==> config.mk <==
export PLATFORM = sky130hd
export DESIGN_NAME = swdt_top
export DESIGN_NICKNAME = d
export VERILOG_FILES = /design/src/rtl/swdt_pkg.sv /design/src/rtl/swdt_counter.sv /design/src/rtl/swdt_top.sv
export SDC_FILE = /design/constraint.sdc
export NUM_CORES = 1
export LEC_CHECK = 0
export BUFFER_PORTS_ARGS = -buffer_cell sky130_fd_sc_hd__buf_2
export CORE_UTILIZATION = 45
export CTS_CLUSTER_SIZE = 10
export DETAILED_ROUTE_END_ITERATION = 7
export GPL_TIMING_DRIVEN = 0
export PLACE_DENSITY_LB_ADDON = 0.25
export SLEW_MARGIN = 20
export SYNTH_ARGS = -nofsm -noshare
export SYNTH_HDL_FRONTEND = slang
export SYNTH_SLANG_ARGS = --single-unit
==> constraint.sdc <==
create_clock -name clk -period 3 [get_ports clk]
set_input_delay 0.15 -clock clk [delete_from_list [all_inputs] [get_ports clk]]
set_output_delay 0.15 -clock clk [all_outputs]
set_load 0.05 [all_outputs]
==> src/rtl/swdt_pkg.sv <==
// Constants, field layout and state type of the software watchdog timer
//
// Behaviour
// - Control readable always; writes ignored while interrupt pending
// - Counter idle after reset until enabled
// - Control bit 7 enables counting
// - Bit 6: soft reset, else interrupt at level
// - Bit 5 divides watchdog clock by 8192
// - Bits 4:3 with prescale pick eight periods
// - Reset selects shortest timeout period
// - Further unacknowledged period asserts transfer acknowledge
// - Sticky terminate flag, cleared by writing one
// - Vector register returned during interrupt acknowledge
// - Vector write-only, resets to 0f
// - Other accesses allowed between both service writes
// - Service writes never negate pending interrupt
// - Service register 8-bit, write-only, no storage
// - Completed service sequence restarts the counter
// - Reset timeout pulses soft reset and cause

package swdt_pkg;

  // ----------------------------------------------------------------
  // Register port
  // ----------------------------------------------------------------
  localparam int ADDR_W = 2;
  localparam int DATA_W = 8;
  localparam logic [ADDR_W-1:0] CTRL_ADDR = 2'h0;
  localparam logic [ADDR_W-1:0] VECTOR_ADDR = 2'h1;
  localparam logic [ADDR_W-1:0] SERVICE_ADDR = 2'h2;

  // ----------------------------------------------------------------
  // Control field positions
  // ----------------------------------------------------------------
  localparam int ENABLE_BIT = 7;
  localparam int ACTION_BIT = 6;
  localparam int PRESCALE_BIT = 5;
  localparam int PERIOD_HI = 4;
  localparam int PERIOD_LO = 3;
  localparam int TERM_EN_BIT = 2;
  localparam int TERM_FLAG_BIT = 1;

  // ----------------------------------------------------------------
  // Reset values and service keys
  // ----------------------------------------------------------------
  localparam logic [DATA_W-1:0] CTRL_RESET = 8'h00;
  localparam logic [DATA_W-1:0] VECTOR_RESET = 8'h0f;
  localparam logic [DATA_W-1:0] SERVICE_KEY1 = 8'h55;
  localparam logic [DATA_W-1:0] SERVICE_KEY2 = 8'haa;
  localparam logic [1:0] PERIOD_RESET = 2'h0;
  localparam int LEVEL_W = 3;

  // ----------------------------------------------------------------
  // Timeout counts in bus clocks
  // ----------------------------------------------------------------
  localparam int CNT_W = 28;
  localparam int unsigned PERIOD_SHORT = 512;
  localparam int unsigned PRESCALE_DIV = 8192;

  typedef enum logic {SWDT_SVC_IDLE, SWDT_SVC_ARMED} swdt_svc_e;

endpackage

==> src/rtl/swdt_counter.sv <==
// Enable-gated period counter of the software watchdog timer
`timescale 1ns/1ps

module swdt_counter #(
  parameter int CNT_W = swdt_pkg::CNT_W
) (
  // Clock and reset
  input wire logic clk,
  input wire logic rst,
  // Control
  input wire logic run,
  input wire logic restart,
  input wire logic [CNT_W-1:0] last,
  // Status
  output logic tick,
  output logic [CNT_W-1:0] count
);

  // ----------------------------------------------------------------
  // Count
  // ----------------------------------------------------------------
  // Comparing for equality with the terminal value keeps one adder;
  // a period shortened below the present count only ends at wrap,
  // which is why the new period waits for a service restart.
  assign tick = run && (count == last);

  always_ff @(posedge clk or posedge rst) begin
    if (rst) begin
      count <= '0;
    end else if (restart) begin
      count <= '0;
    end else if (tick) begin
      count <= '0;
    end else if (run) begin
      count <= count + 1'b1;
    end
  end

  // ----------------------------------------------------------------
  // Checks
  // ----------------------------------------------------------------
  idle_hold_a: assert property (@(posedge clk) disable iff (rst)
    !run && !restart |=> $stable(count))
    else $error("watchdog count moved while disabled");

  restart_zero_a: assert property (@(posedge clk) disable iff (rst)
    restart |=> count == '0)
    else $error("service sequence did not restart count");

endmodule

==> src/rtl/swdt_top.sv <==
// Software watchdog timer with register port, interrupt and bus terminate
`timescale 1ns/1ps

module swdt_top #(
  parameter int CNT_W = swdt_pkg::CNT_W,
  parameter int unsigned PERIOD_SHORT = swdt_pkg::PERIOD_SHORT,
  parameter int unsigned PRESCALE_DIV = swdt_pkg::PRESCALE_DIV
) (
  // Clock and reset
  input wire logic clk,
  input wire logic rst,

  // Register port
  input wire logic [swdt_pkg::ADDR_W-1:0] addr,
  input wire logic [swdt_pkg::DATA_W-1:0] wdata,
  input wire logic wr,
  input wire logic rd,
  output logic [swdt_pkg::DATA_W-1:0] rdata,

  // Interrupt to the core
  input wire logic [swdt_pkg::LEVEL_W-1:0] irq_level_in,
  output logic irq_req,
  output logic [swdt_pkg::LEVEL_W-1:0] irq_level,

  // Interrupt acknowledge cycle
  input wire logic iack,
  output logic ack_valid,
  output logic [swdt_pkg::DATA_W-1:0] ack_vector,

  // Bus recovery and system reset
  output logic bus_terminate,
  output logic soft_reset,
  output logic reset_cause_set
);

  // ----------------------------------------------------------------
  // Period decode
  // ----------------------------------------------------------------
  // Each step of the period field is a factor of four; prescale
  // multiplies the whole period, so one counter covers all eight.
  function automatic logic [CNT_W-1:0] period_last(
    input logic prescale,
    input logic [1:0] field
  );
    logic [CNT_W:0] span;
    logic [CNT_W:0] less;
    span = (CNT_W+1)'(PERIOD_SHORT) << {field, 1'b0};
    if (prescale) begin
      span = span * (CNT_W+1)'(PRESCALE_DIV);
    end
    less = span - (CNT_W+1)'(1);
    return less[CNT_W-1:0];
  endfunction

  // ----------------------------------------------------------------
  // State
  // ----------------------------------------------------------------
  logic [swdt_pkg::DATA_W-1:0] ctrl;
  logic [swdt_pkg::DATA_W-1:0] vector;
  logic term_flag;
  logic pending;
  logic active_prescale;
  logic [1:0] active_field;
  swdt_pkg::swdt_svc_e svc_state;
  swdt_pkg::swdt_svc_e next_svc_state;

  logic tick;
  logic [CNT_W-1:0] count;
  logic [CNT_W-1:0] last;

  logic ctrl_wr;
  logic ctrl_wr_ok;
  logic vector_wr;
  logic svc_wr;
  logic svc_done;
  logic irq_evt;
  logic reset_evt;
  logic term_evt;
  logic ack_evt;

  // ----------------------------------------------------------------
  // Decode
  // ----------------------------------------------------------------
  assign ctrl_wr = wr && (addr == swdt_pkg::CTRL_ADDR);
  assign ctrl_wr_ok = ctrl_wr && !pending;
  assign vector_wr = wr && (addr == swdt_pkg::VECTOR_ADDR);
  assign svc_wr = wr && (addr == swdt_pkg::SERVICE_ADDR);

  assign svc_done = svc_wr && (svc_state == swdt_pkg::SWDT_SVC_ARMED)
    && (wdata == swdt_pkg::SERVICE_KEY2);

  assign irq_evt = tick && !ctrl[swdt_pkg::ACTION_BIT] && !pending;
  assign reset_evt = tick && ctrl[swdt_pkg::ACTION_BIT];
  assign term_evt = tick && !ctrl[swdt_pkg::ACTION_BIT] && pending
    && ctrl[swdt_pkg::TERM_EN_BIT];
  assign ack_evt = iack && pending;

  // ----------------------------------------------------------------
  // Control register
  // ----------------------------------------------------------------
  always_ff @(posedge clk or posedge rst) begin
    if (rst) begin
      ctrl <= swdt_pkg::CTRL_RESET;
    end else if (ctrl_wr_ok) begin
      ctrl <= wdata;
    end
  end

  // A clear needs no interrupt pending and this timeout needs one, so they never meet; the timeout is ordered first
  always_ff @(posedge clk or posedge rst) begin
    if (rst) begin
      term_flag <= 1'b0;
    end else if (term_evt) begin
      term_flag <= 1'b1;
    end else if (ctrl_wr_ok && wdata[swdt_pkg::TERM_FLAG_BIT]) begin
      term_flag <= 1'b0;
    end
  end

  // ----------------------------------------------------------------
  // Vector register
  // ----------------------------------------------------------------
  always_ff @(posedge clk or posedge rst) begin
    if (rst) begin
      vector <= swdt_pkg::VECTOR_RESET;
    end else if (vector_wr) begin
      vector <= wdata;
    end
  end

  // ----------------------------------------------------------------
  // Service sequence
  // ----------------------------------------------------------------
  // No byte is stored: only the arming state is kept, so any
  // traffic may fall between the two keys.
  always_comb begin
    next_svc_state = svc_state;
    if (svc_wr) begin
      unique case (svc_state)
        swdt_pkg::SWDT_SVC_IDLE: begin
          if (wdata == swdt_pkg::SERVICE_KEY1) begin
            next_svc_state = swdt_pkg::SWDT_SVC_ARMED;
          end
        end
        swdt_pkg::SWDT_SVC_ARMED: begin
          if (wdata == swdt_pkg::SERVICE_KEY2) begin
            next_svc_state = swdt_pkg::SWDT_SVC_IDLE;
          end
        end
      endcase
    end
  end

  always_ff @(posedge clk or posedge rst) begin
    if (rst) begin
      svc_state <= swdt_pkg::SWDT_SVC_IDLE;
    end else begin
      svc_state <= next_svc_state;
    end
  end

  // ----------------------------------------------------------------
  // Active period
  // ----------------------------------------------------------------
  // Period bits may change whenever no interrupt is pending; the counter only sees
  // them once software completes a service, avoiding a compare
  // against a half-written period.
  always_ff @(posedge clk or posedge rst) begin
    if (rst) begin
      active_prescale <= 1'b0;
      active_field <= swdt_pkg::PERIOD_RESET;
    end else if (svc_done) begin
      active_prescale <= ctrl[swdt_pkg::PRESCALE_BIT];
      active_field <= ctrl[swdt_pkg::PERIOD_HI:swdt_pkg::PERIOD_LO];
    end
  end

  assign last = period_last(active_prescale, active_field);

  swdt_counter #(
    .CNT_W(CNT_W)
  ) swdt_counter_inst (
    .clk(clk),
    .rst(rst),
    .run(ctrl[swdt_pkg::ENABLE_BIT]),
    .restart(svc_done),
    .last(last),
    .tick(tick),
    .count(count)
  );

  // ----------------------------------------------------------------
  // Interrupt
  // ----------------------------------------------------------------
  // A timeout while pending takes the terminate path, so set and
  // acknowledge never meet here
  always_ff @(posedge clk or posedge rst) begin
    if (rst) begin
      pending <= 1'b0;
    end else if (irq_evt) begin
      pending <= 1'b1;
    end else if (ack_evt) begin
      pending <= 1'b0;
    end
  end

  assign irq_req = pending;

  always_ff @(posedge clk or posedge rst) begin
    if (rst) begin
      irq_level <= '0;
    end else if (irq_evt) begin
      irq_level <= irq_level_in;
    end
  end

  always_ff @(posedge clk or posedge rst) begin
    if (rst) begin
      ack_valid <= 1'b0;
      ack_vector <= '0;
    end else begin
      ack_valid <= ack_evt;
      if (ack_evt) begin
        ack_vector <= vector;
      end
    end
  end

  // ----------------------------------------------------------------
  // Bus terminate and soft reset
  // ----------------------------------------------------------------
  always_ff @(posedge clk or posedge rst) begin
    if (rst) begin
      bus_terminate <= 1'b0;
    end else begin
      bus_terminate <= term_evt;
    end
  end

  always_ff @(posedge clk or posedge rst) begin
    if (rst) begin
      soft_reset <= 1'b0;
      reset_cause_set <= 1'b0;
    end else begin
      soft_reset <= reset_evt;
      reset_cause_set <= reset_evt;
    end
  end

  // ----------------------------------------------------------------
  // Read data
  // ----------------------------------------------------------------
  // Vector and service are write-only and read as zero
  always_ff @(posedge clk or posedge rst) begin
    if (rst) begin
      rdata <= '0;
    end else if (rd && (addr == swdt_pkg::CTRL_ADDR)) begin
      rdata <= {ctrl[7:2], term_flag, 1'b0};
    end else begin
      rdata <= '0;
    end
  end

  // ----------------------------------------------------------------
  // Checks
  // ----------------------------------------------------------------
  localparam int ACK_MIN = 1;
  localparam int ACK_MAX = 1;

  ctrl_write_block_a: assert property (@(posedge clk) disable iff (rst)
    ctrl_wr && pending |=> $stable(ctrl))
    else $error("control changed while interrupt pending");

  tick_at_period_a: assert property (@(posedge clk) disable iff (rst)
    tick |-> count == last && ctrl[swdt_pkg::ENABLE_BIT] ##1 count == '0)
    else $error("timeout away from selected period");

  irq_raise_a: assert property (@(posedge clk) disable iff (rst)
    irq_evt |=> irq_req && irq_level == $past(irq_level_in))
    else $error("interrupt not raised at timeout");

  soft_reset_pulse_a: assert property (@(posedge clk) disable iff (rst)
    reset_evt |=> soft_reset && reset_cause_set ##1 !soft_reset)
    else $error("soft reset not pulsed at timeout");

  terminate_second_a: assert property (@(posedge clk) disable iff (rst)
    tick && pending && ctrl[swdt_pkg::TERM_EN_BIT]
    && !ctrl[swdt_pkg::ACTION_BIT] |=> bus_terminate && term_flag)
    else $error("transfer acknowledge missing after second period");

  flag_clear_a: assert property (@(posedge clk) disable iff (rst)
    ctrl_wr_ok && wdata[swdt_pkg::TERM_FLAG_BIT] && !term_evt
    |=> !term_flag)
    else $error("terminate flag not cleared by write of one");

  flag_sticky_a: assert property (@(posedge clk) disable iff (rst)
    term_flag && !ctrl_wr_ok |=> term_flag)
    else $error("terminate flag dropped on its own");

  ack_vector_a: assert property (@(posedge clk) disable iff (rst)
    ack_evt |-> ##[ACK_MIN:ACK_MAX] ack_valid
    && ack_vector == $past(vector))
    else $error("vector not returned on acknowledge");

  service_no_clear_a: assert property (@(posedge clk) disable iff (rst)
    pending && svc_wr && !iack |=> irq_req)
    else $error("service write negated interrupt");

  period_latch_a: assert property (@(posedge clk) disable iff (rst)
    !svc_done |=> $stable(active_field) && $stable(active_prescale))
    else $error("period changed without service");

  bad_byte_a: assert property (@(posedge clk) disable iff (rst)
    svc_wr && wdata != swdt_pkg::SERVICE_KEY1
    && wdata != swdt_pkg::SERVICE_KEY2 |=> $stable(svc_state))
    else $error("unexpected service byte moved sequence");

  irq_hold_a: assert property (@(posedge clk) disable iff (rst)
    irq_req && !iack |=> irq_req)
    else $error("interrupt request dropped before acknowledge");

  ack_clear_a: assert property (@(posedge clk) disable iff (rst)
    irq_req && iack |=> !irq_req)
    else $error("interrupt request held after acknowledge");

  disabled_quiet_a: assert property (@(posedge clk) disable iff (rst)
    !ctrl[swdt_pkg::ENABLE_BIT] |=> !soft_reset && !bus_terminate)
    else $error("timeout action while watchdog disabled");

  service_cover_c: cover property (@(posedge clk) disable iff (rst)
    svc_done);

  irq_ack_cover_c: cover property (@(posedge clk) disable iff (rst)
    irq_evt ##[1:1000] ack_evt);

  terminate_cover_c: cover property (@(posedge clk) disable iff (rst)
    term_evt);

  reset_cover_c: cover property (@(posedge clk) disable iff (rst)
    reset_evt);

endmodule

Word-level counts from Yosys, hierarchy flattened
Cells that the tools add are included.
{ "totals": {"input_bits": 18, "register_bits": 72, "out_inout_bits": 24, "wordCells": 56} }
{ "classes": {"n_bitwise": 1, "n_shift": 1, "mux": 12, "n_eq_ne": 5, "n_reduce_logical": 21, "addsub": 2} }
{ "ops": {"columns": ["operator", "count"], "rows": [
  ["$mux W28", 4],
  ["$add A28 B1 Y28 const B", 1],
  ["$eq A28 B28 Y1", 1],
  ["$shl A10 B3 Y28 const A", 1],
  ["$sub A28 B1 Y28 const B", 1],
  ["$logic_and A1 B1 Y1", 15],
  ["$eq A8 B7 Y1 const B", 1],
  ["$eq A8 B8 Y1 const B", 1],
  ["$mux W8", 1],
  ["$mux W1", 6],
  ["$reduce_bool A2 Y1", 2],
  ["$reduce_bool A3 Y1", 1],
  ["$eq A2 B1 Y1 const B", 1],
  ["$eq A2 B2 Y1 const B", 1],
  ["$logic_not A1 Y1", 2],
  ["$logic_not A2 Y1", 1],
  ["$pmux W1 S2", 1],
  ["$not A1 Y1", 1]
]} }

Depth between registers and ports, before layout
Gate-level depths: netlist (run 1).
{ "logic_depth": {"word_depth": 9, "ltp_mapped": 11, "mapped_depth_nobuf": 9} }

By module
A second synthesis (run 1) with hierarchy kept.
{ "unflattened": {"hier_cells": 345, "area_unflattened_um2": 3689.8} }
{ "modules_own_cells": {"columns": ["module", "area_each_um2", "cells_per_inst", "n_inst", "seq_area_each_um2"], "rows": [
  ["swdt_counter", 1914.3, 215, 1, 700.7],
  ["swdt_top", 1775.5, 130, 1, 1031.0]
]} }

Worst setup path before layout (run 1)
OpenSTA, ideal clock, no wires.
{ "synth_path": {"kind": "reg2reg", "start": "reg active_prescale", "end": "reg irq_level[0] in the netlist's numbering", "t_required_ps": 2872, "arrival_ps": 2617, "path_buffers": 1, "setup_time_ps": 128, "slack_ps": 256, "period_less_slack_ps": 2744, "path_stages_with_launch": 10, "path_cell_list": "dfrtp_1 > or3_1 > ha_1 > a311o_1 > a211oi_1 > a21oi_1 > a2111oi_4 > buf_4 > nand2_2 > mux2_1"} }
{ "synth_between": {"elab_chain_cells": 6} }
{ "synth_lines": {"columns": ["item", "line", "rtl"], "rows": [
  ["start: declaration", "swdt_top.sv:62", "logic active_prescale;"],
  ["start signal: assignment", "swdt_top.sv:173", "active_prescale <= ctrl[swdt_pkg::PRESCALE_BIT];"],
  ["$mux W28", "swdt_top.sv:48", "if (prescale) begin"],
  ["$sub A28 B1 Y28", "swdt_top.sv:51", "less = span - (CNT_W+1)'(1);"],
  ["$eq A28 B28 Y1", "swdt_counter.sv:25", "assign tick = run && (count == last);"],
  ["$logic_and A1 B1 Y1", "swdt_counter.sv:25", null],
  ["$logic_and A1 B1 Y1 (2 in series)", "swdt_top.sv:92", "assign irq_evt = tick && !ctrl[swdt_pkg::ACTION_BIT] && !pending;"],
  ["end signal: assignment", "swdt_top.sv:213", "irq_level <= irq_level_in;"],
  ["end: declaration", "swdt_top.sv:23", "output logic [swdt_pkg::LEVEL_W-1:0] irq_level,"]
]} }
Every way passes these cells.
A chain may end at the register's enable or synchronous reset.

Worst setup path after layout (run 1)
{ "layout_path": {"start": "reg active_prescale", "end": "reg irq_level[1] in the netlist's numbering"} }
The elaborated chain is that of the path after synthesis.

==> results of run 1 <==
==> how the worst max path moves through the flow <==
stage,end,slack (ps),depth (start not counted)
6_report,irq_level[1]$_DFFE_PP0P_,80,10
2_1_floorplan,irq_level[0]$_DFFE_PP0P_,260,9
3_3_place_gp,swdt_counter_inst.count[26]$_DFFE_PP0P_,-150,11
5_1_grt,irq_level[1]$_DFFE_PP0P_,-20,10
3_5_place_dp,swdt_counter_inst.count[17]$_DFFE_PP0P_,-160,11
4_1_cts,swdt_counter_inst.count[12]$_DFFE_PP0P_,20,12
==> cell families (layout without fill, tap and decap cells) <==
kind of cell / after synthesis / in the layout / synth area share [%]
AOI/OAI and AO/OA: 45 / 45 / 10.6
xor gates and xnor gates: 6 / 6 / 1.50
adders and majority gates: 2 / 2 / 0.714
buffers and inverters: 24 / 90 / 3.11
DFF: 69 / 69 / 49.4
muxes: 29 / 29 / 9.29
other: 1 / 1 / 0.107
and+or+nand+nor: 164 / 164 / 25.3
==> placed cells by master, fill, tap and decap left out, types with 5 or more instances in the layout <==
| master | netlist | routed |
|---|---|---|
| sky130_fd_sc_hd__dfrtp_1 | 65 | 64 |
| sky130_fd_sc_hd__mux2_2 | 25 | 25 |
| sky130_fd_sc_hd__nor3_1 | 21 | 21 |
| sky130_fd_sc_hd__or3_1 | 7 | 6 |
| sky130_fd_sc_hd__inv_1 | 6 | 5 |
| sky130_fd_sc_hd__clkbuf_8 | 0 | 9 |
| sky130_fd_sc_hd__buf_4 | 3 | 9 |
| sky130_fd_sc_hd__nand2_1 | 41 | 40 |
| sky130_fd_sc_hd__buf_2 | 6 | 42 |
| sky130_fd_sc_hd__xor2_1 | 5 | 5 |
| sky130_fd_sc_hd__nor2_1 | 18 | 17 |
| sky130_fd_sc_hd__nand4_1 | 10 | 10 |
| sky130_fd_sc_hd__a221o_1 | 14 | 14 |
| sky130_fd_sc_hd__o21ai_0 | 9 | 9 |
| sky130_fd_sc_hd__and2_1 | 14 | 14 |
| sky130_fd_sc_hd__and3_1 | 6 | 6 |
| sky130_fd_sc_hd__nand3_1 | 14 | 14 |
| sky130_fd_sc_hd__nand2b_1 | 5 | 5 |
| sky130_fd_sc_hd__clkbuf_1 | 9 | 9 |
==> repair_timing <==
action | in CTS | in global routing
endpoints found under the hold margin | 20 | 0
endpoints found under the setup margin | 22 | 22
resized for setup | 3 | 18
pin swaps | 1 | 2
cloned | 0 | 0
hold buffers | 3 | 0
setup buffers | 2 | 4
==> routing by layer <==
metal	up-vias	part of all wire [%]
li1	1370	-
met1	1435	45
met2	67	48
met3	11	5.0
met4	0	1.5
met5	-	0
==> flip-flops by register name (all words and copies together) (netlist names), 2 cells and up <==
name and flops:
active_field 2, vector 8, rdata 7, irq_level 3, ack_vector 8, swdt_counter_inst.count 28, ctrl 6
==> worst max-delay path, cell delays in order, from the launching register on <==
cell and delay, ps:
sky130_fd_sc_hd__dfrtp_2 450, sky130_fd_sc_hd__or3_4 420, sky130_fd_sc_hd__ha_4 200, sky130_fd_sc_hd__a311o_1 360, sky130_fd_sc_hd__a211oi_2 180, sky130_fd_sc_hd__a21oi_2 70, sky130_fd_sc_hd__a2111oi_4 360, sky130_fd_sc_hd__buf_4 210
sky130_fd_sc_hd__buf_8 150, sky130_fd_sc_hd__nand2_2 90, sky130_fd_sc_hd__mux2_1 310
==> metrics by stage <==
step	worst slack (ps)	total power, W	cells	setup TNS (ps)
final	84.1	0.00220	505	0
after global routing	-22.4	0.00231	505	-50.0
after global placement	-148	0.00143	479	-2150
after CTS	22.9	0.00221	501	0
after floorplan	256	0.00134	340	0
after detailed placement	-162	0.00145	480	-2310
==> power groups by stage <==
stage | Clock, W | Combinational, W | Sequential, W
6_report | 0.000766 | 0.000346 | 0.00109
3_5_place_dp | 0 | 0.000343 | 0.00111
5_1_grt | 0.000815 | 0.000385 | 0.00111
2_1_floorplan | 0 | 0.000203 | 0.00113
4_1_cts | 0.000777 | 0.000346 | 0.00109
3_3_place_gp | 0 | 0.000326 | 0.00110
==> final cells by class <==
type | instances | area (um2) | share of cell area, %
plain buffers | 18 | 115 | 2.74
multi-input cells | 247 | 1710 | 40.7
repair buffers | 50 | 303 | 7.20
clock buffers | 9 | 124 | 2.94
flip-flops and latches | 69 | 1730 | 41.2
inverters | 6 | 25.0 | 0.595
clock inverters | 7 | 71.3 | 1.70
well taps | 99 | 124 | 2.94
==> parameters.txt, run 1 <==
Parameter                              Value

Timing
  Worst-case headroom to the max-slew limit ... roughly 46%
  Clock Skew ... between 10 and 15 ps
  Endpoints failing hold ... 0
  Share of the clock period used by the worst path ... a little over nine tenths
  Post-Route Hold Slack ... ~13 ps
  Setup violators final ... 0
  Worst-Margin Slew ... approximately 810 ps
  Min Tclk post-route ... around 2900 ps
  Maximum operating frequency ... 343 MHz
  Max-slew violation count ... 0

Logic synthesis
  Mapped Cells ... 340
  Yosys synthesis warning count ... 0
  Netlist Area Pre-Place ... between 0.003 and 0.004 mm2
  Most used standard cell by instance count after synthesis ... sky130_fd_sc_hd__dfrtp_1
  Cell types with the largest area share after synthesis ... sky130_fd_sc_hd__dfrtp_1 (46%), sky130_fd_sc_hd__mux2_2 (8.0%), sky130_fd_sc_hd__nand2_1 (4.4%), sky130_fd_sc_hd__a221o_1 (4.0%), sky130_fd_sc_hd__dfstp_2 (3.0%)
  Library cell occupying the most area in the post-synthesis netlist ... sky130_fd_sc_hd__dfrtp_1
  Portion of the post-synthesis area used by sequential elements ... 49.4%
  Top flip-flop cell by instance count after synthesis ... sky130_fd_sc_hd__dfrtp_1
  Post-synthesis register bit count ... between 60 and 70
  Mean Syn Cell Area ... approximately 10 um2
  Synth top area share ... between 40% and 50%
  Number of different library cells in the post-synthesis netlist ... between 50 and 60
  Number of synthesized flops with an enable pin ... 0
  Leading cell types by count after synthesis ... sky130_fd_sc_hd__dfrtp_1 (65), sky130_fd_sc_hd__nand2_1 (41), sky130_fd_sc_hd__mux2_2 (25)
  Net count after synthesis ... 360
  Synth async-reset ratio ... 100%

Clock network
  Worst skew pair latency ... ~350 ps
  Root buf cell ... sky130_fd_sc_hd__clkbuf_8
  Number of buffers on the longest clock path ... 2
  Number of levels in the clock H-tree ... 3
  Number of clock buffers inserted by TritonCTS ... 9
  Clk sinks ... 69
  TritonCTS clock tree ... yes
  Clock input transition at the sequential cells of the worst setup and hold paths ... around 90 ps

Routing
  Initial DRC count ... 129
  DR DRC count ... 0
  Drt total wl ... ~8000 um
  Post-route antenna net violation count ... 0
  First-pass DRT Iterations ... 4
  Routed vias ... approximately 2900
  Average routed wire per standard cell ... about 16 um
  Vias per inst ... 5.71

Global route
  Most crowded layer after global routing ... met2
  Gr usage total ... 21.0%
  Met1 track demand over resource in global routing ... around 28%
  Overflow after GRT ... 0
  GR Util met2 ... between 30% and 40%
  First-pass GRT wire length ... roughly 14000 um
  Pin count of the biggest net entering global routing ... between 50 and 60
  Met3 usage ... 4.91%
  Via count of the first global-routing pass ... roughly 2800
  Antenna violations before repair ... 0

Run
  Reported max-cap violation count ... 0

Worst setup path
  Critical Path Source Type ... register
  Kind of critical path ... register to register
  Worst Path Arrival ... between 3000 and 4000 ps
  Peak fanout along the critical path ... 10
  Type of destination of the critical path ... register
  Critical R2R Launch ... active_prescale$_DFFE_PP0P_
  Flop2flop setup slack ... 80 ps
  Endpoint of the worst register-to-register path ... irq_level[1]$_DFFE_PP0P_
  Launch point of the critical path ... active_prescale$_DFFE_PP0P_
  CP Data Required Time ... 3230 ps
  Depth of the most critical reg-to-reg path ... 10

Place
  Count of port buffers added during placement ... 40
  Cell area after placement ... about 0.0039 mm2
  Half-perimeter wire length after detailed placement ... 5460 um
  Final GP Congestion ... 0.827

Pwr
  Maximum resistive drop on vdd ... between 0.2 and 0.3 mV
  Sw frac ... between 30% and 40%
  Clock network fraction of design power ... about a third
  Power spent charging and discharging nets ... 0.000720 W
  Power per cell area ... between 500 and 600 mW/mm2
  Combinational power share ... 15.7%
  Part of the total power dissipated in sequential elements ... just under 50%
  Leakage power ... roughly 2 nW
  Internal power ... approximately 0.0015 W

Final layout
  Area grow syn2layout ... 20.1%
  Final design instance area without fill ... approximately 0.0042 mm2
  Final Net Count ... 421
  Antenna diode count ... 0
  Utilization after layout ... a little under three fifths
  Fraction of layout instances using a drive strength above 1 ... 29.1%
  Filler cell count ... roughly 660

Die
  Die X ... between 90 and 100 um
  Floorplan row count ... 31
  I/O pin cnt ... 42
  Initial core utilization ... a little under half
  Area of the placeable core ... 0.00737 mm2
  Floorplan die height ... roughly 90 um
  Die area ... just over 0.008 mm2

Min path
  Worst min-delay path class ... input port to register
  Endpoint of the worst hold path ... irq_level[0]$_DFFE_PP0P_
  Hold Crit Depth ... 2
  Start point of the worst min-delay path ... irq_level_in[0]

Outcome
  Run status ... finished clean
(Power assumes the default switching activity.)
==> inputs of run 2 (changes only) <==
--- a/config.mk
+++ b/config.mk
@@ -6,6 +6,7 @@
 export NUM_CORES = 1
 export LEC_CHECK = 0
 export BUFFER_PORTS_ARGS = -buffer_cell sky130_fd_sc_hd__buf_2
+export CORE_ASPECT_RATIO = 0.75
 export CORE_UTILIZATION = 45
 export CTS_CLUSTER_SIZE = 10
 export DETAILED_ROUTE_END_ITERATION = 7
@@ -14,4 +15,5 @@
 export SLEW_MARGIN = 20
 export SYNTH_ARGS = -nofsm -noshare
 export SYNTH_HDL_FRONTEND = slang
+export SYNTH_HIERARCHICAL = 1
 export SYNTH_SLANG_ARGS = --single-unit
==> parameters.txt, run 2 <==
Parameter                              Value

Clock network
  Clk sinks ... 69 (unchanged)
  Number of levels in the clock H-tree ... 3 (unchanged)
  Root buf cell ... sky130_fd_sc_hd__clkbuf_8
  TritonCTS clock tree ... yes
  Number of clock buffers inserted by TritonCTS ... 9 (unchanged)
  Worst skew pair latency ... 360 ps (about the same)
  Clock input transition at the sequential cells of the worst setup and hold paths ... 80 ps (about the same)
  Number of buffers on the longest clock path ... 2 (unchanged)

Global route
  Overflow after GRT ... 0 (unchanged)
  Gr usage total ... 21.3% (+0.32 points)
  Pin count of the biggest net entering global routing ... 32 (-38%)
  Via count of the first global-routing pass ... 2762 (-1.0%)
  Antenna violations before repair ... 0 (unchanged)
  First-pass GRT wire length ... 13900 um (+2.2%)

Routing
  Post-route antenna net violation count ... 0 (unchanged)
  Drt total wl ... 8750 um (+9.3%)
  Routed vias ... 2976 (+3.2%)
  DR DRC count ... 0 (unchanged)
  Average routed wire per standard cell ... 16.5 um (+3.8%)
  Vias per inst ... 5.59 (-2.0%)
  First-pass DRT Iterations ... 5 (+1)
  Initial DRC count ... 145 (+12%)

Logic synthesis
  Portion of the post-synthesis area used by sequential elements ... 46.9% (-2.5 points)
  Synth top area share ... 44.1% (-2.3 points)
  Mapped Cells ... 345 (+1.5%)
  Netlist Area Pre-Place ... 0.00369 mm2 (+5.3%)
  Number of synthesized flops with an enable pin ... 0 (unchanged)
  Most used standard cell by instance count after synthesis ... sky130_fd_sc_hd__dfrtp_1
  Mean Syn Cell Area ... 10.7 um2 (+3.8%)
  Synth async-reset ratio ... 100% (unchanged)
  Leading cell types by count after synthesis ... sky130_fd_sc_hd__dfrtp_1 (65), sky130_fd_sc_hd__mux2_2 (28), sky130_fd_sc_hd__nand2_1 (27)
  Yosys synthesis warning count ... 6 (+6)
  Post-synthesis register bit count ... 69 (unchanged)
  Cell types with the largest area share after synthesis ... sky130_fd_sc_hd__dfrtp_1 (44%), sky130_fd_sc_hd__mux2_2 (8.5%), sky130_fd_sc_hd__xor2_1 (4.5%), sky130_fd_sc_hd__nand3_1 (3.4%), sky130_fd_sc_hd__dfstp_2 (2.8%)
  Top flip-flop cell by instance count after synthesis ... sky130_fd_sc_hd__dfrtp_1
  Library cell occupying the most area in the post-synthesis netlist ... sky130_fd_sc_hd__dfrtp_1
  Number of different library cells in the post-synthesis netlist ... 55 (+3.8%)

Timing
  Min Tclk post-route ... 3090 ps (+177 ps)
  Worst Slack Setup Final ... -93.0 ps (-177 ps)
  Max-slew violation count ... 0 (unchanged)
  Worst-case headroom to the max-slew limit ... 52.4% (+6.3 points)
  Endpoints failing hold ... 0 (unchanged)
  Clock Skew ... 8.83 ps (-3.06 ps)
  Worst-Margin Slew ... 709 ps (-97.0 ps)
  Maximum operating frequency ... 323 MHz (-5.7%)
  Post-Route Hold Slack ... 21.8 ps (+9.29 ps)
  Setup violators final ... 14 (+14)
  RSZ-0062 raised after global routing ... yes
  Share of the clock period used by the worst path ... 103% (+5.9 points)

Final layout
  Fraction of layout instances using a drive strength above 1 ... 36.8% (+7.7 points)
  Non-Filler Instances ... 532 (+5.3%)
  Footprint of the flip-flops and latches ... 0.00173 mm2 (unchanged)
  Area grow syn2layout ... 22.5%
  Filler cell count ... 703 (+7.3%)
  Largest registers ranked by flip-flop count ... swdt_counter_inst/count x28, ack_vector x8, vector x8
  Area of the multi-input gates ... 0.00195 mm2 (+14%)
  Commonest cells after routing, fill and taps aside ... sky130_fd_sc_hd__dfrtp_1 (64), sky130_fd_sc_hd__buf_2 (41), sky130_fd_sc_hd__nand2_1 (26), sky130_fd_sc_hd__mux2_2 (25), sky130_fd_sc_hd__nand3_1 (23)
  Final Net Count ... 443 (+5.2%)
  Most common library cell in the layout ignoring fill and taps ... sky130_fd_sc_hd__dfrtp_1
  Register name with the most flops ... swdt_counter_inst/count
  Antenna diode count ... 0 (unchanged)
  Max reg flops ... 28 (unchanged)

Die
  Die area ... 0.00857 mm2 (+5.2%)
  Floorplan row count ... 28 (-9.7%)
  I/O pin cnt ... 42 (unchanged)
  Die X ... 107 um (+18%)
  Initial core utilization ... 46.6% (-0.94 points)
  Area of the placeable core ... 0.00792 mm2 (+7.4%)
  Floorplan die height ... 80.4 um (-11%)

Outcome
  Run status ... finished, violations left
  Violated checks ... negative setup slack

Place
  Placed cell count ... 499 (+4.0%)
  Final GP Congestion ... 0.862 (+4.2%)
  Count of port buffers added during placement ... 40 (unchanged)
  Half-perimeter wire length after detailed placement ... 5920 um (+8.4%)

Worst setup path
  Total buffers and inverters traversed by the critical path ... 1 (-1)
  Cell with the largest stage delay on the worst path ... sky130_fd_sc_hd__or4_4
  Largest stage delay on the critical path ... 480 ps (+30 ps)
  Worst Path Arrival ... 3340 ps (+190 ps)
  Type of destination of the critical path ... register
  Critical Path Source Type ... register
  CP Data Required Time ... 3250 ps (+20 ps)
  Kind of critical path ... register to register
  Cell-by-cell listing of the critical path ... clkbuf_8 > or3_4 > ha_4 > nand2_2 > o21ai_2 > a22o_1 > xnor2_1 > nand4_1 > or4_4 > nor2_4 > nor3b_4 > mux2_4
  Family with the most delay on the worst path ... simple AND/OR/NAND/NOR gates
  Peak fanout along the critical path ... 7 (-3)

Pwr
  Maximum resistive drop on vdd ... 0.238 mV (-8.9%)
  Power per cell area ... 494 mW/mm2 (-5.7%)
  Leakage power ... 2.19 nW (+12%)

Min path
  Worst min-delay path class ... input port to register

Run
  Reported max-cap violation count ... 0 (unchanged)
==> run 2: cell types whose count changed in the layout (fill, tap and decap cells not counted), moves of 8 or more <==
cell                      delta
sky130_fd_sc_hd__nand2_1    -14
sky130_fd_sc_hd__nand3_1     +9
sky130_fd_sc_hd__nor2_1     -11
sky130_fd_sc_hd__conb_1      +9
sky130_fd_sc_hd__xor2_1     +14
sky130_fd_sc_hd__nor3_1     -17
sky130_fd_sc_hd__or3_2       +8
sky130_fd_sc_hd__a221o_1    -13
sky130_fd_sc_hd__xnor2_1    +11
==> run 2: cells by family (layout without fill, tap and decap cells) <==
kind of cell | after synthesis | after routing | synth area share [%]
buffers and inverters | 26 | 100 | 3.70
other | 2 | 10 | 0.204
adders and majority gates | 3 | 3 | 1.02
and+or+nand+nor | 134 | 134 | 22.3
xor gates and xnor gates | 33 | 33 | 8.24
AOI/OAI and AO/OA | 50 | 50 | 9.05
muxes | 28 | 28 | 8.55
DFF | 69 | 69 | 46.9
==> run 2: repair_timing <==
item / 4_1_cts / 5_1_grt
resized for setup: 13 / 26
setup buffers: 8 / 6
hold buffers: 1 / 0
pin swaps: 9 / 6
endpoints found under the setup margin: 32 / 28
endpoints found under the hold margin: 41 / 0
gates cloned: 0 / 3
==> run 2: per-layer routing <==
| layer | GRT usage (%) | share of wire, % |
|---|---|---|
| met1 | 30.1 | 48 |
| met2 | 32.3 | 45 |
| met3 | 4.71 | 6.1 |
| met4 | 7.26 | 1.6 |
| met5 | 0 | 0 |
==> run 2: layout make-up <==
| type | instances | area share, % |
|---|---|---|
| Buffer | 13 | 2.55 |
| Clock buffer | 9 | 2.74 |
| Clock inverter | 7 | 1.25 |
| Inverter | 13 | 1.08 |
| Multi-Input combinational cell | 258 | 43.2 |
| Sequential cell | 69 | 38.3 |
| Tap cell | 105 | 2.91 |
| Timing Repair Buffer | 58 | 7.95 |
==> run 2: metrics by stage <==
stage / total power (W) / TNS, ps / util [%] / worst slack (ps) / area [um2]
4_1_cts: 0.00220 / -159 / 55.4 / -54.2 / 4390
2_1_floorplan: 0.00135 / 0 / - / 7.26 / 3750
6_report: 0.00223 / -667 / 57.1 / -93.0 / 4520
3_3_place_gp: 0.00146 / -3570 / 51.6 / -250 / 4080
3_5_place_dp: 0.00147 / -5300 / 51.8 / -319 / 4100
5_1_grt: 0.00233 / -3540 / 57.1 / -203 / 4520
==> run 2: final timing paths <==
check / startpoint / end / slack [ps] / depth (start not counted)
worst max-delay path: active_field[1]$_DFFE_PP0P_ / irq_level[0]$_DFFE_PP0P_ / -90 / 12
worst min-delay path: irq_level_in[2] / irq_level[2]$_DFFE_PP0P_ / 20 / 2
worst max register to register: active_field[1]$_DFFE_PP0P_ / irq_level[0]$_DFFE_PP0P_ / -90 / 12
worst min register to register: term_flag$_DFFE_PP0P_ / term_flag$_DFFE_PP0P_ / 470 / 1
max in group asynchronous: rst / swdt_counter_inst/count[8]$_DFFE_PP0P_ / 2190 / 3
min in group asynchronous: rst / ack_vector[7]$_DFFE_PP0P_ / 270 / 3
==> run 2: power breakdown <==
group | switching (W) | leakage [nW] | internal [W]
combinational | 0.000238 | 1.18 | 0.000186
sequential | 0.0000859 | 0.920 | 0.00101
clock | 0.000402 | 0.0910 | 0.000311
total | 0.000725 | 2.19 | 0.00151
